File: src/hdl/apb_pkg.sv
// package: command codes, reset values, widths for the axis parameter bank
package apb_pkg;
    localparam logic [7:0]  CMD_DECEL_POINT  = 8'h07;
    localparam logic [7:0]  CMD_ARC_CENTER   = 8'h08;
    localparam logic [7:0]  CMD_LOGICAL_POS  = 8'h09;
    localparam logic [7:0]  CMD_REAL_POS     = 8'h0a;
    localparam logic [7:0]  CMD_LIMIT_UPPER  = 8'h0b;
    localparam logic [7:0]  CMD_LIMIT_LOWER  = 8'h0c;
    localparam logic [7:0]  CMD_ACCEL_OFFSET = 8'h0d;
    localparam logic [7:0]  CMD_LOGICAL_MAX  = 8'h0e;
    localparam logic [7:0]  CMD_REAL_MAX     = 8'h0f;
    localparam logic [7:0]  CMD_MATCH_BASE   = 8'h10;
    localparam logic [7:0]  CMD_HOMING_SPEED = 8'h14;
    localparam logic [7:0]  CMD_RD_LOGICAL   = 8'h30;
    localparam logic [7:0]  CMD_RD_REAL      = 8'h31;
    localparam logic [7:0]  CMD_RD_MATCH     = 8'h34;
    localparam int          NUM_MATCH        = 4;
    localparam logic [31:0] RING_MAX_RESET   = 32'hffffffff;
    localparam logic [15:0] ACCEL_OFS_RESET  = 16'h0000;
    localparam logic [31:0] WORD_RESET       = 32'h00000000;
    localparam int          MODE_MANUAL_DECEL_BIT = 0;
    typedef logic [31:0] apb_word_t;
endpackage

File: src/hdl/apb_cnt_if.sv
// interface carrying one position counter's controls between modules
interface apb_cnt_if;
    import apb_pkg::*;
    logic      load;
    apb_word_t load_val;
    logic      step_up;
    logic      step_dn;
    apb_word_t ring_max;
    apb_word_t count;
    modport ctl (output load, output load_val, output step_up, output step_dn,
                 output ring_max, input count);
    modport cnt (input load, input load_val, input step_up, input step_dn,
                 input ring_max, output count);
endinterface

File: src/hdl/apb_axis_param_bank.sv
// axis parameter bank: command/data port writes, counters, limits, compares
// Behaviour
// - decel point used only in fixed-pulse accel drive with manual decel bit set
// - output pulses are |target| relative, |target - logical count| absolute
// - logical counter loads by 09h, counts up/down with direction pulses
// - logical counter writable anytime, read anytime by 30h
// - real counter loads by 0ah, follows encoder pulses
// - real counter writable anytime, read anytime by 31h
// - command 0bh loads upper software limit
// - command 0ch loads lower software limit, both writable anytime
// - limit enable, object and stop mode come from limit config port
// - accel offset clears to zero at reset
// - command 0eh sets logical ring maximum
// - command 0fh sets real ring maximum
// - both ring maximums reset to all ones
// - four compare registers load by 10h-13h, read by 34h-37h
// - compare results drive compare output and sync triggers
// - homing low speed, command 14h, used in homing steps two and three
module apb_axis_param_bank
    import apb_pkg::*;
(
    input  wire logic        i_clk_sys,          // 200 mhz clock
    input  wire logic        i_arst_n,           // async reset, active low
    input  wire logic [15:0] i_data_low_port,    // low data word
    input  wire logic [15:0] i_data_high_port,   // high data word
    input  wire logic [7:0]  i_command_port,     // command code
    input  wire logic        i_command_wr,       // command write strobe, 1 cycle
    input  wire logic [15:0] i_limit_config_port,// limit enable/object/stop bits
    input  wire logic [15:0] i_mode_config_port, // mode bits, bit0 manual decel
    input  wire logic        i_pulse_plus,       // plus direction output pulse
    input  wire logic        i_pulse_minus,      // minus direction output pulse
    input  wire logic        i_enc_up,           // encoder up pulse pin
    input  wire logic        i_enc_dn,           // encoder down pulse pin
    input  wire logic        i_fixed_drive,      // fixed pulse accel drive active
    input  wire logic        i_abs_mode,         // absolute position drive
    input  wire logic [31:0] i_target_pulses,    // signed target setting
    input  wire logic        i_drive_start,      // drive start pulse
    input  wire logic [1:0]  i_homing_step,      // active homing step, 0 idle
    input  wire logic [31:0] i_compare_src,      // value compared to match regs
    output logic [31:0]      o_read_data,        // data for read commands
    output logic             o_read_valid,       // read data ready, 1 cycle
    output logic             o_decel_now,        // manual decel point reached
    output logic [31:0]      o_output_pulses,    // pulses of the fixed drive
    output logic [31:0]      o_arc_center,       // arc centre point
    output logic [31:0]      o_limit_upper,      // upper software limit
    output logic [31:0]      o_limit_lower,      // lower software limit
    output logic [15:0]      o_limit_config,     // latched limit config
    output logic [15:0]      o_accel_offset,     // accel counter offset
    output logic [31:0]      o_homing_speed,     // homing low speed in steps two and three, else zero
    output logic [3:0]       o_match_hit,        // compare results
    output logic             o_match_trig        // compare rising trigger
);
    import apb_pkg::*;

    ////////////////////////////////////////////////////////////////////////////
    // storage
    apb_word_t decel_start_point_reg, decel_start_point_next;
    apb_word_t arc_center_point_reg,  arc_center_point_next;
    apb_word_t soft_limit_upper_reg,  soft_limit_upper_next;
    apb_word_t soft_limit_lower_reg,  soft_limit_lower_next;
    logic [15:0] accel_count_offset_reg, accel_count_offset_next;
    apb_word_t logical_ring_max_reg,  logical_ring_max_next;
    apb_word_t real_ring_max_reg,     real_ring_max_next;
    apb_word_t homing_low_speed_reg,  homing_low_speed_next;
    apb_word_t match_value_reg  [NUM_MATCH];
    apb_word_t match_value_next [NUM_MATCH];
    logic [15:0] limit_cfg_reg, limit_cfg_next;
    apb_word_t rd_reg, rd_next;
    logic      rdv_reg, rdv_next;
    apb_word_t pulses_reg, pulses_next;
    apb_word_t sent_reg, sent_next;
    logic      decel_reg, decel_next;
    apb_word_t hspd_reg, hspd_next;
    logic [3:0] hit_reg, hit_next;
    logic       trig_reg, trig_next;

    apb_word_t wdata;
    logic      enc_up_rise, enc_dn_rise;
    apb_word_t diff;

    assign wdata = {i_data_high_port, i_data_low_port};

    apb_cnt_if lp_if ();
    apb_cnt_if rp_if ();

    ////////////////////////////////////////////////////////////////////////////
    // counters
    assign lp_if.load     = i_command_wr && i_command_port == CMD_LOGICAL_POS;
    assign lp_if.load_val = wdata;
    assign lp_if.step_up  = i_pulse_plus;
    assign lp_if.step_dn  = i_pulse_minus;
    assign lp_if.ring_max = logical_ring_max_reg;

    apb_sync3 u_enc_up (
        .i_clk_sys (i_clk_sys),
        .i_arst_n  (i_arst_n),
        .i_async   (i_enc_up),
        .o_level   (),
        .o_rise    (enc_up_rise)
    );
    apb_sync3 u_enc_dn (
        .i_clk_sys (i_clk_sys),
        .i_arst_n  (i_arst_n),
        .i_async   (i_enc_dn),
        .o_level   (),
        .o_rise    (enc_dn_rise)
    );

    assign rp_if.load     = i_command_wr && i_command_port == CMD_REAL_POS;
    assign rp_if.load_val = wdata;
    assign rp_if.step_up  = enc_up_rise;
    assign rp_if.step_dn  = enc_dn_rise;
    assign rp_if.ring_max = real_ring_max_reg;

    apb_ring_counter u_lp (
        .i_clk_sys (i_clk_sys),
        .i_arst_n  (i_arst_n),
        .cnt       (lp_if)
    );
    apb_ring_counter u_rp (
        .i_clk_sys (i_clk_sys),
        .i_arst_n  (i_arst_n),
        .cnt       (rp_if)
    );

    ////////////////////////////////////////////////////////////////////////////
    // command write decode and readback
    always_comb begin
        decel_start_point_next  = decel_start_point_reg;
        arc_center_point_next   = arc_center_point_reg;
        soft_limit_upper_next   = soft_limit_upper_reg;
        soft_limit_lower_next   = soft_limit_lower_reg;
        accel_count_offset_next = accel_count_offset_reg;
        logical_ring_max_next   = logical_ring_max_reg;
        real_ring_max_next      = real_ring_max_reg;
        homing_low_speed_next   = homing_low_speed_reg;
        for (int i = 0; i < NUM_MATCH; i++) begin
            match_value_next[i] = match_value_reg[i];
        end
        limit_cfg_next = i_limit_config_port;
        rd_next  = rd_reg;
        rdv_next = 1'b0;
        if (i_command_wr) begin
            case (i_command_port)
                CMD_DECEL_POINT:  decel_start_point_next  = wdata;
                CMD_ARC_CENTER:   arc_center_point_next   = wdata;
                CMD_LIMIT_UPPER:  soft_limit_upper_next   = wdata;
                CMD_LIMIT_LOWER:  soft_limit_lower_next   = wdata;
                CMD_ACCEL_OFFSET: accel_count_offset_next = i_data_low_port;
                CMD_LOGICAL_MAX:  logical_ring_max_next   = wdata;
                CMD_REAL_MAX:     real_ring_max_next      = wdata;
                CMD_HOMING_SPEED: homing_low_speed_next   = wdata;
                CMD_RD_LOGICAL: begin
                    rd_next  = lp_if.count;
                    rdv_next = 1'b1;
                end
                CMD_RD_REAL: begin
                    rd_next  = rp_if.count;
                    rdv_next = 1'b1;
                end
                default: begin
                    if (i_command_port[7:2] == CMD_MATCH_BASE[7:2]) begin
                        match_value_next[i_command_port[1:0]] = wdata;
                    end else if (i_command_port[7:2] == CMD_RD_MATCH[7:2]) begin
                        rd_next  = match_value_reg[i_command_port[1:0]];
                        rdv_next = 1'b1;
                    end
                end
            endcase
        end
    end

    always_ff @(posedge i_clk_sys or negedge i_arst_n) begin
        if (!i_arst_n) begin
            decel_start_point_reg  <= WORD_RESET;
            arc_center_point_reg   <= WORD_RESET;
            soft_limit_upper_reg   <= WORD_RESET;
            soft_limit_lower_reg   <= WORD_RESET;
            accel_count_offset_reg <= ACCEL_OFS_RESET;
            logical_ring_max_reg   <= RING_MAX_RESET;
            real_ring_max_reg      <= RING_MAX_RESET;
            homing_low_speed_reg   <= WORD_RESET;
            for (int i = 0; i < NUM_MATCH; i++) begin
                match_value_reg[i] <= WORD_RESET;
            end
            limit_cfg_reg <= 16'h0000;
            rd_reg        <= WORD_RESET;
            rdv_reg       <= 1'b0;
        end else begin
            decel_start_point_reg  <= decel_start_point_next;
            arc_center_point_reg   <= arc_center_point_next;
            soft_limit_upper_reg   <= soft_limit_upper_next;
            soft_limit_lower_reg   <= soft_limit_lower_next;
            accel_count_offset_reg <= accel_count_offset_next;
            logical_ring_max_reg   <= logical_ring_max_next;
            real_ring_max_reg      <= real_ring_max_next;
            homing_low_speed_reg   <= homing_low_speed_next;
            for (int i = 0; i < NUM_MATCH; i++) begin
                match_value_reg[i] <= match_value_next[i];
            end
            limit_cfg_reg <= limit_cfg_next;
            rd_reg        <= rd_next;
            rdv_reg       <= rdv_next;
        end
    end

    ////////////////////////////////////////////////////////////////////////////
    // fixed drive pulse count, manual decel, homing speed, compares
    always_comb begin
        diff        = i_abs_mode ? (i_target_pulses - lp_if.count) : i_target_pulses;
        pulses_next = pulses_reg;
        sent_next   = sent_reg;
        if (i_drive_start) begin
            pulses_next = diff[31] ? (32'h00000000 - diff) : diff;
            sent_next   = WORD_RESET;
        end else if (i_pulse_plus ^ i_pulse_minus) begin
            sent_next = sent_reg + 32'h00000001;
        end
        decel_next = i_fixed_drive && i_mode_config_port[MODE_MANUAL_DECEL_BIT]
                     && !i_drive_start && (sent_reg >= decel_start_point_reg);
        hspd_next  = (i_homing_step == 2'h2 || i_homing_step == 2'h3)
                     ? homing_low_speed_reg : WORD_RESET;
        for (int i = 0; i < NUM_MATCH; i++) begin
            hit_next[i] = $signed(i_compare_src) >= $signed(match_value_reg[i]);
        end
        trig_next = |(hit_next & ~hit_reg);
    end

    always_ff @(posedge i_clk_sys or negedge i_arst_n) begin
        if (!i_arst_n) begin
            pulses_reg <= WORD_RESET;
            sent_reg   <= WORD_RESET;
            decel_reg  <= 1'b0;
            hspd_reg   <= WORD_RESET;
            hit_reg    <= 4'h0;
            trig_reg   <= 1'b0;
        end else begin
            pulses_reg <= pulses_next;
            sent_reg   <= sent_next;
            decel_reg  <= decel_next;
            hspd_reg   <= hspd_next;
            hit_reg    <= hit_next;
            trig_reg   <= trig_next;
        end
    end

    assign o_read_data     = rd_reg;
    assign o_read_valid    = rdv_reg;
    assign o_decel_now     = decel_reg;
    assign o_output_pulses = pulses_reg;
    assign o_arc_center    = arc_center_point_reg;
    assign o_limit_upper   = soft_limit_upper_reg;
    assign o_limit_lower   = soft_limit_lower_reg;
    assign o_limit_config  = limit_cfg_reg;
    assign o_accel_offset  = accel_count_offset_reg;
    assign o_homing_speed  = hspd_reg;
    assign o_match_hit     = hit_reg;
    assign o_match_trig    = trig_reg;
endmodule

File: src/hdl/apb_ring_counter.sv
// position counter with load, up/down step and optional ring wrap
module apb_ring_counter
    import apb_pkg::*;
(
    input  wire logic i_clk_sys,   // system clock
    input  wire logic i_arst_n,    // async reset, active low
    apb_cnt_if.cnt    cnt          // counter controls
);
    import apb_pkg::*;
    apb_word_t count_reg;
    apb_word_t count_next;
    logic      ring_on;

    assign cnt.count = count_reg;

    always_comb begin
        ring_on    = (cnt.ring_max != RING_MAX_RESET);
        count_next = count_reg;
        if (cnt.load) begin
            count_next = cnt.load_val;
        end else if (cnt.step_up && !cnt.step_dn) begin
            if (ring_on && count_reg == cnt.ring_max) begin
                count_next = WORD_RESET;
            end else begin
                count_next = count_reg + 32'h00000001;
            end
        end else if (cnt.step_dn && !cnt.step_up) begin
            if (ring_on && count_reg == WORD_RESET) begin
                count_next = cnt.ring_max;
            end else begin
                count_next = count_reg - 32'h00000001;
            end
        end
    end

    always_ff @(posedge i_clk_sys or negedge i_arst_n) begin
        if (!i_arst_n) begin
            count_reg <= WORD_RESET;
        end else begin
            count_reg <= count_next;
        end
    end
endmodule

File: src/hdl/apb_sync3.sv
// three-flop synchroniser, change accepted when stages two and three agree
module apb_sync3 (
    input  wire logic i_clk_sys,   // system clock
    input  wire logic i_arst_n,    // async reset, active low
    input  wire logic i_async,     // pin level
    output logic      o_level,     // filtered level
    output logic      o_rise       // one-cycle pulse on accepted rise
);
    logic [2:0] sh_reg;
    logic [2:0] sh_next;
    logic       lvl_reg;
    logic       lvl_next;

    always_comb begin
        sh_next  = {sh_reg[1:0], i_async};
        lvl_next = lvl_reg;
        if (sh_reg[1] == sh_reg[2]) begin
            lvl_next = sh_reg[2];
        end
    end

    always_ff @(posedge i_clk_sys or negedge i_arst_n) begin
        if (!i_arst_n) begin
            sh_reg  <= 3'h0;
            lvl_reg <= 1'b0;
        end else begin
            sh_reg  <= sh_next;
            lvl_reg <= lvl_next;
        end
    end

    assign o_level = lvl_reg;
    assign o_rise  = lvl_next & ~lvl_reg;
endmodule

File: config.mk
export PLATFORM = sky130hd
export DESIGN_NAME = apb_axis_param_bank
export DESIGN_NICKNAME = d
export VERILOG_FILES = /design/src/hdl/apb_pkg.sv /design/src/hdl/apb_cnt_if.sv /design/src/hdl/apb_axis_param_bank.sv /design/src/hdl/apb_ring_counter.sv /design/src/hdl/apb_sync3.sv
export SDC_FILE = /design/constraint.sdc
export NUM_CORES = 1
export LEC_CHECK = 0
export ABC_CLOCK_PERIOD_IN_PS = 5300
export BUFFER_PORTS_ARGS = -buffer_cell sky130_fd_sc_hd__buf_2
export CAP_MARGIN = 25
export CORE_ASPECT_RATIO = 0.75
export CORE_UTILIZATION = 60
export DETAILED_ROUTE_END_ITERATION = 16
export GPL_TIMING_DRIVEN = 0
export PLACE_DENSITY = 0.93
export SETUP_SLACK_MARGIN = 0.2
export SLEW_MARGIN = 20
export SYNTH_ARGS = -nofsm -noshare
export SYNTH_HDL_FRONTEND = slang
export SYNTH_HIERARCHICAL = 1
export SYNTH_SLANG_ARGS = --single-unit
File: constraint.sdc
create_clock -name i_clk_sys -period 5.3 [get_ports i_clk_sys]
set_clock_uncertainty 0.15 [all_clocks]
set_input_delay 0.53 -clock i_clk_sys [delete_from_list [all_inputs] [get_ports i_clk_sys]]
set_output_delay 0.53 -clock i_clk_sys [all_outputs]
set_load 0.01 [all_outputs]
==> results.md <==
- Mean number of vias per cell: 6.773
- Most frequent cells in the layout: 527 x dfrtp_1, 389 x buf_2, 371 x mux2_2
- RSZ-0062 raised after global routing: false
- DR WL/cell: 27.60 um
- Starting density of the core: 61.40%
- Worst skew pair latency: 0.68 ns
- Least-Margin Pin Slew: 1.136 ns
- Syn Nets: 3822
- Max_cap viols: 0
- Die Height: 213.0 um
- Pleak: 18.88 nW
- Fill cells: 4148
- CP Data Arrival Time: 5.33 ns
- First-pass GRT wire length: 194400 um
- Number of CTS-inserted buffers: 56
- Status: complete, no violations
- WS Path Type: reg2reg
- Cell area after layout: 40880 um2
- Post_cts resized: 0
- Final setup fails: 0
- Final Core Density: 70.48%
- Die area: 60350 um2
- Clock root cell: clkbuf_16
- Multi-input gate area: 18920 um2
- Largest net degree at the start of global routing: 103
- IO Pins: 379
- Drt first pass iters: 8
- Post-route DRC: 0
- Max reg flops: 128
- Post-synthesis register bit count: 591
- Synth-to-layout area growth: 14.79%
- Critical Path Source Type: register
- Tcrit/Tclk final: 94.18%
- Final count of pins violating max slew: 0
- DP HPWL: 96970 um
- Placed inst area: 38650 um2
- Total number of vias: 32310
- Gr ovfl total: 0
- Min-Delay Path Class: in2reg
- Synth warnings: 6
- Clk sinks: 591
- FF+latch area: 14870 um2
- Synth area leader: dfrtp_1
- Setup crit end kind: register
- Clock-pin slew on the worst setup and hold paths: 0.07 ns
- Fmax: 200.3 MHz
- DRT antenna net count: 0
- Sequential area share after synthesis: 41.75%
- Number of synthesized flops with an enable pin: 0
- CP required: 5.64 ns
- Rows: 76
- Port Buffers: 360
- TritonCTS clock tree: yes
- Post-Syn Instances: 3476
- H-tree depth: 2
- PwrDens: 356.1 nW/um2
- DRT iter0 DRCs: 4830
- Slew HR: 24.26%
- Post-layout net count: 4280
- Area contributors post-synth: dfrtp_1 37%, mux2_2 12%, ha_1 6.9%
- Final min period: 4.991 ns
- GRT Util Overall: 43.05%
- Clock Tree Buf Depth: 3
- Asr flop ratio synth: 100.0%
- Mean post-synth cell area: 10.25 um2
- Final wirelength: 131700 um
- Layout cells sized above 1: 26.27%
- Mapped Area: 35620 um2
- Fin. Hold Viols: 0
- Chip width: 283.3 um
- Yosys cell types: 105
- Number of global-route vias before repair: 30990
- Synth top area share: 37.03%
- Worst ir drop on vdd: 0.2893 mV
- Commonest non-fill, non-tap cell in the layout: dfrtp_1
- Routability cong.: 1.101
- Initial antenna violation count: 13
- Core area: 58010 um2
- Ys flop type: dfrtp_1
- Maximum net fanout on the critical path: 10
## power by group
group | internal [mW] | switching [mW] | leakage [nW]
Sequential | 4.98 | 0.524 | 7.54
Combinational | 1.85 | 2.97 | 10.4
Clock | 2.29 | 1.95 | 0.945
Total | 9.12 | 5.44 | 18.9
## synth_stat cells, types with 27 or more instances
cell	n
nand2_1	236
nand4_1	103
dfrtp_1	527
and2_1	44
xor2_1	75
mux4_2	32
o22ai_1	42
o21a_1	28
a22o_1	36
xnor2_1	155
o211ai_1	43
mux2_2	371
dfstp_2	64
o21ai_0	134
a21o_1	52
nor2_1	138
buf_1	30
a31oi_1	30
nor2b_1	28
buf_2	27
nor4_1	38
ha_1	197
clkbuf_1	168
a21oi_1	187
nor3_1	67
nand3_1	69
inv_1	218
## path summary, 6_finish.rpt
path | startpoint | endpoint | slack (ns) | cells after the start
max reg2reg | u_lp/cnt.count[18] | o_output_pulses[6] | 0.31 | 13
min reg2reg | u_enc_up/sh_reg[0] | u_enc_up/sh_reg[1] | 0.20 | 0
max in group asynchronous | i_arst_n | real_ring_max_reg[22] | 3.28 | 4
min in group asynchronous | i_arst_n | o_match_hit[2] | 0.29 | 2
max | u_lp/cnt.count[18] | o_output_pulses[6] | 0.31 | 13
min | i_data_high_port[9] | u_lp/cnt.count[25] | 0.04 | 2
## critical path: stages (launching register included)
cell and delay (ns):
dfrtp_1 0.66, inv_1 0.10, ha_1 0.28, clkbuf_1 0.32
nand4_1 0.35, or3_1 0.45, a211oi_2 0.34, o21ai_0 0.23
o21a_1 0.16, nor3_2 0.63, clkbuf_1 0.55, a21oi_1 0.13
xnor2_1 0.17, mux2_2 0.29
## final cells by class
class / instances / share of cell area, %
timing repair buffer: 400 / 5.689
antenna: 8 / 0.04897
multi-input combinational: 2426 / 46.27
inverter: 219 / 2.011
clock inverter: 25 / 0.6519
buffer: 240 / 2.546
sequential: 591 / 36.37
clock buffer: 81 / 4.030
tap: 780 / 2.387
## per-layer routing
| layer | share of wire (%) | up-vias | track usage [%] | routed length [um] |
|---|---|---|---|---|
| met4 | 5.9 | 10 | 20.76 | 7703 |
| met3 | 15 | 550 | 16.08 | 20030 |
| li1 | - | 13430 | - | - |
| met1 | 37 | 15760 | 56.59 | 49150 |
| met5 | 0.074 | - | 0.5645 | 98 |
| met2 | 42 | 2565 | 62.85 | 54690 |
## logic make-up after synthesis
kind of cell | count (synthesis) | synth area share [%]
compound gates | 711 | 13.17
xor+xnor | 230 | 5.656
fa+ha+maj | 200 | 7.040
buf+inv | 459 | 5.206
flops | 591 | 41.75
mux | 427 | 14.48
simple gates | 858 | 12.71
## repair_timing
action | in CTS | in global routing
buffers inserted | 0 | 0
hold buffers | 22 | 0
hold endpoints to repair | 80 | 0
## stage by stage
step	setup slack [ns]	power, mW	setup TNS [ns]	instances	hold slack (ns)
6_report	0.3085	14.56	0	4770	0.04138
5_1_grt	0.2925	15.04	0	4770	0.04090
2_1_floorplan	1.276	8.496	0	3476	0.08441
4_1_cts	0.6306	14.27	0	4756	0.01815
3_5_place_dp	0.6073	10.06	0	4628	0.1878
3_3_place_gp	-8.428	9.935	-4671.94	4616	0.1863
No activity file was read; power rests on OpenSTA's default activity.
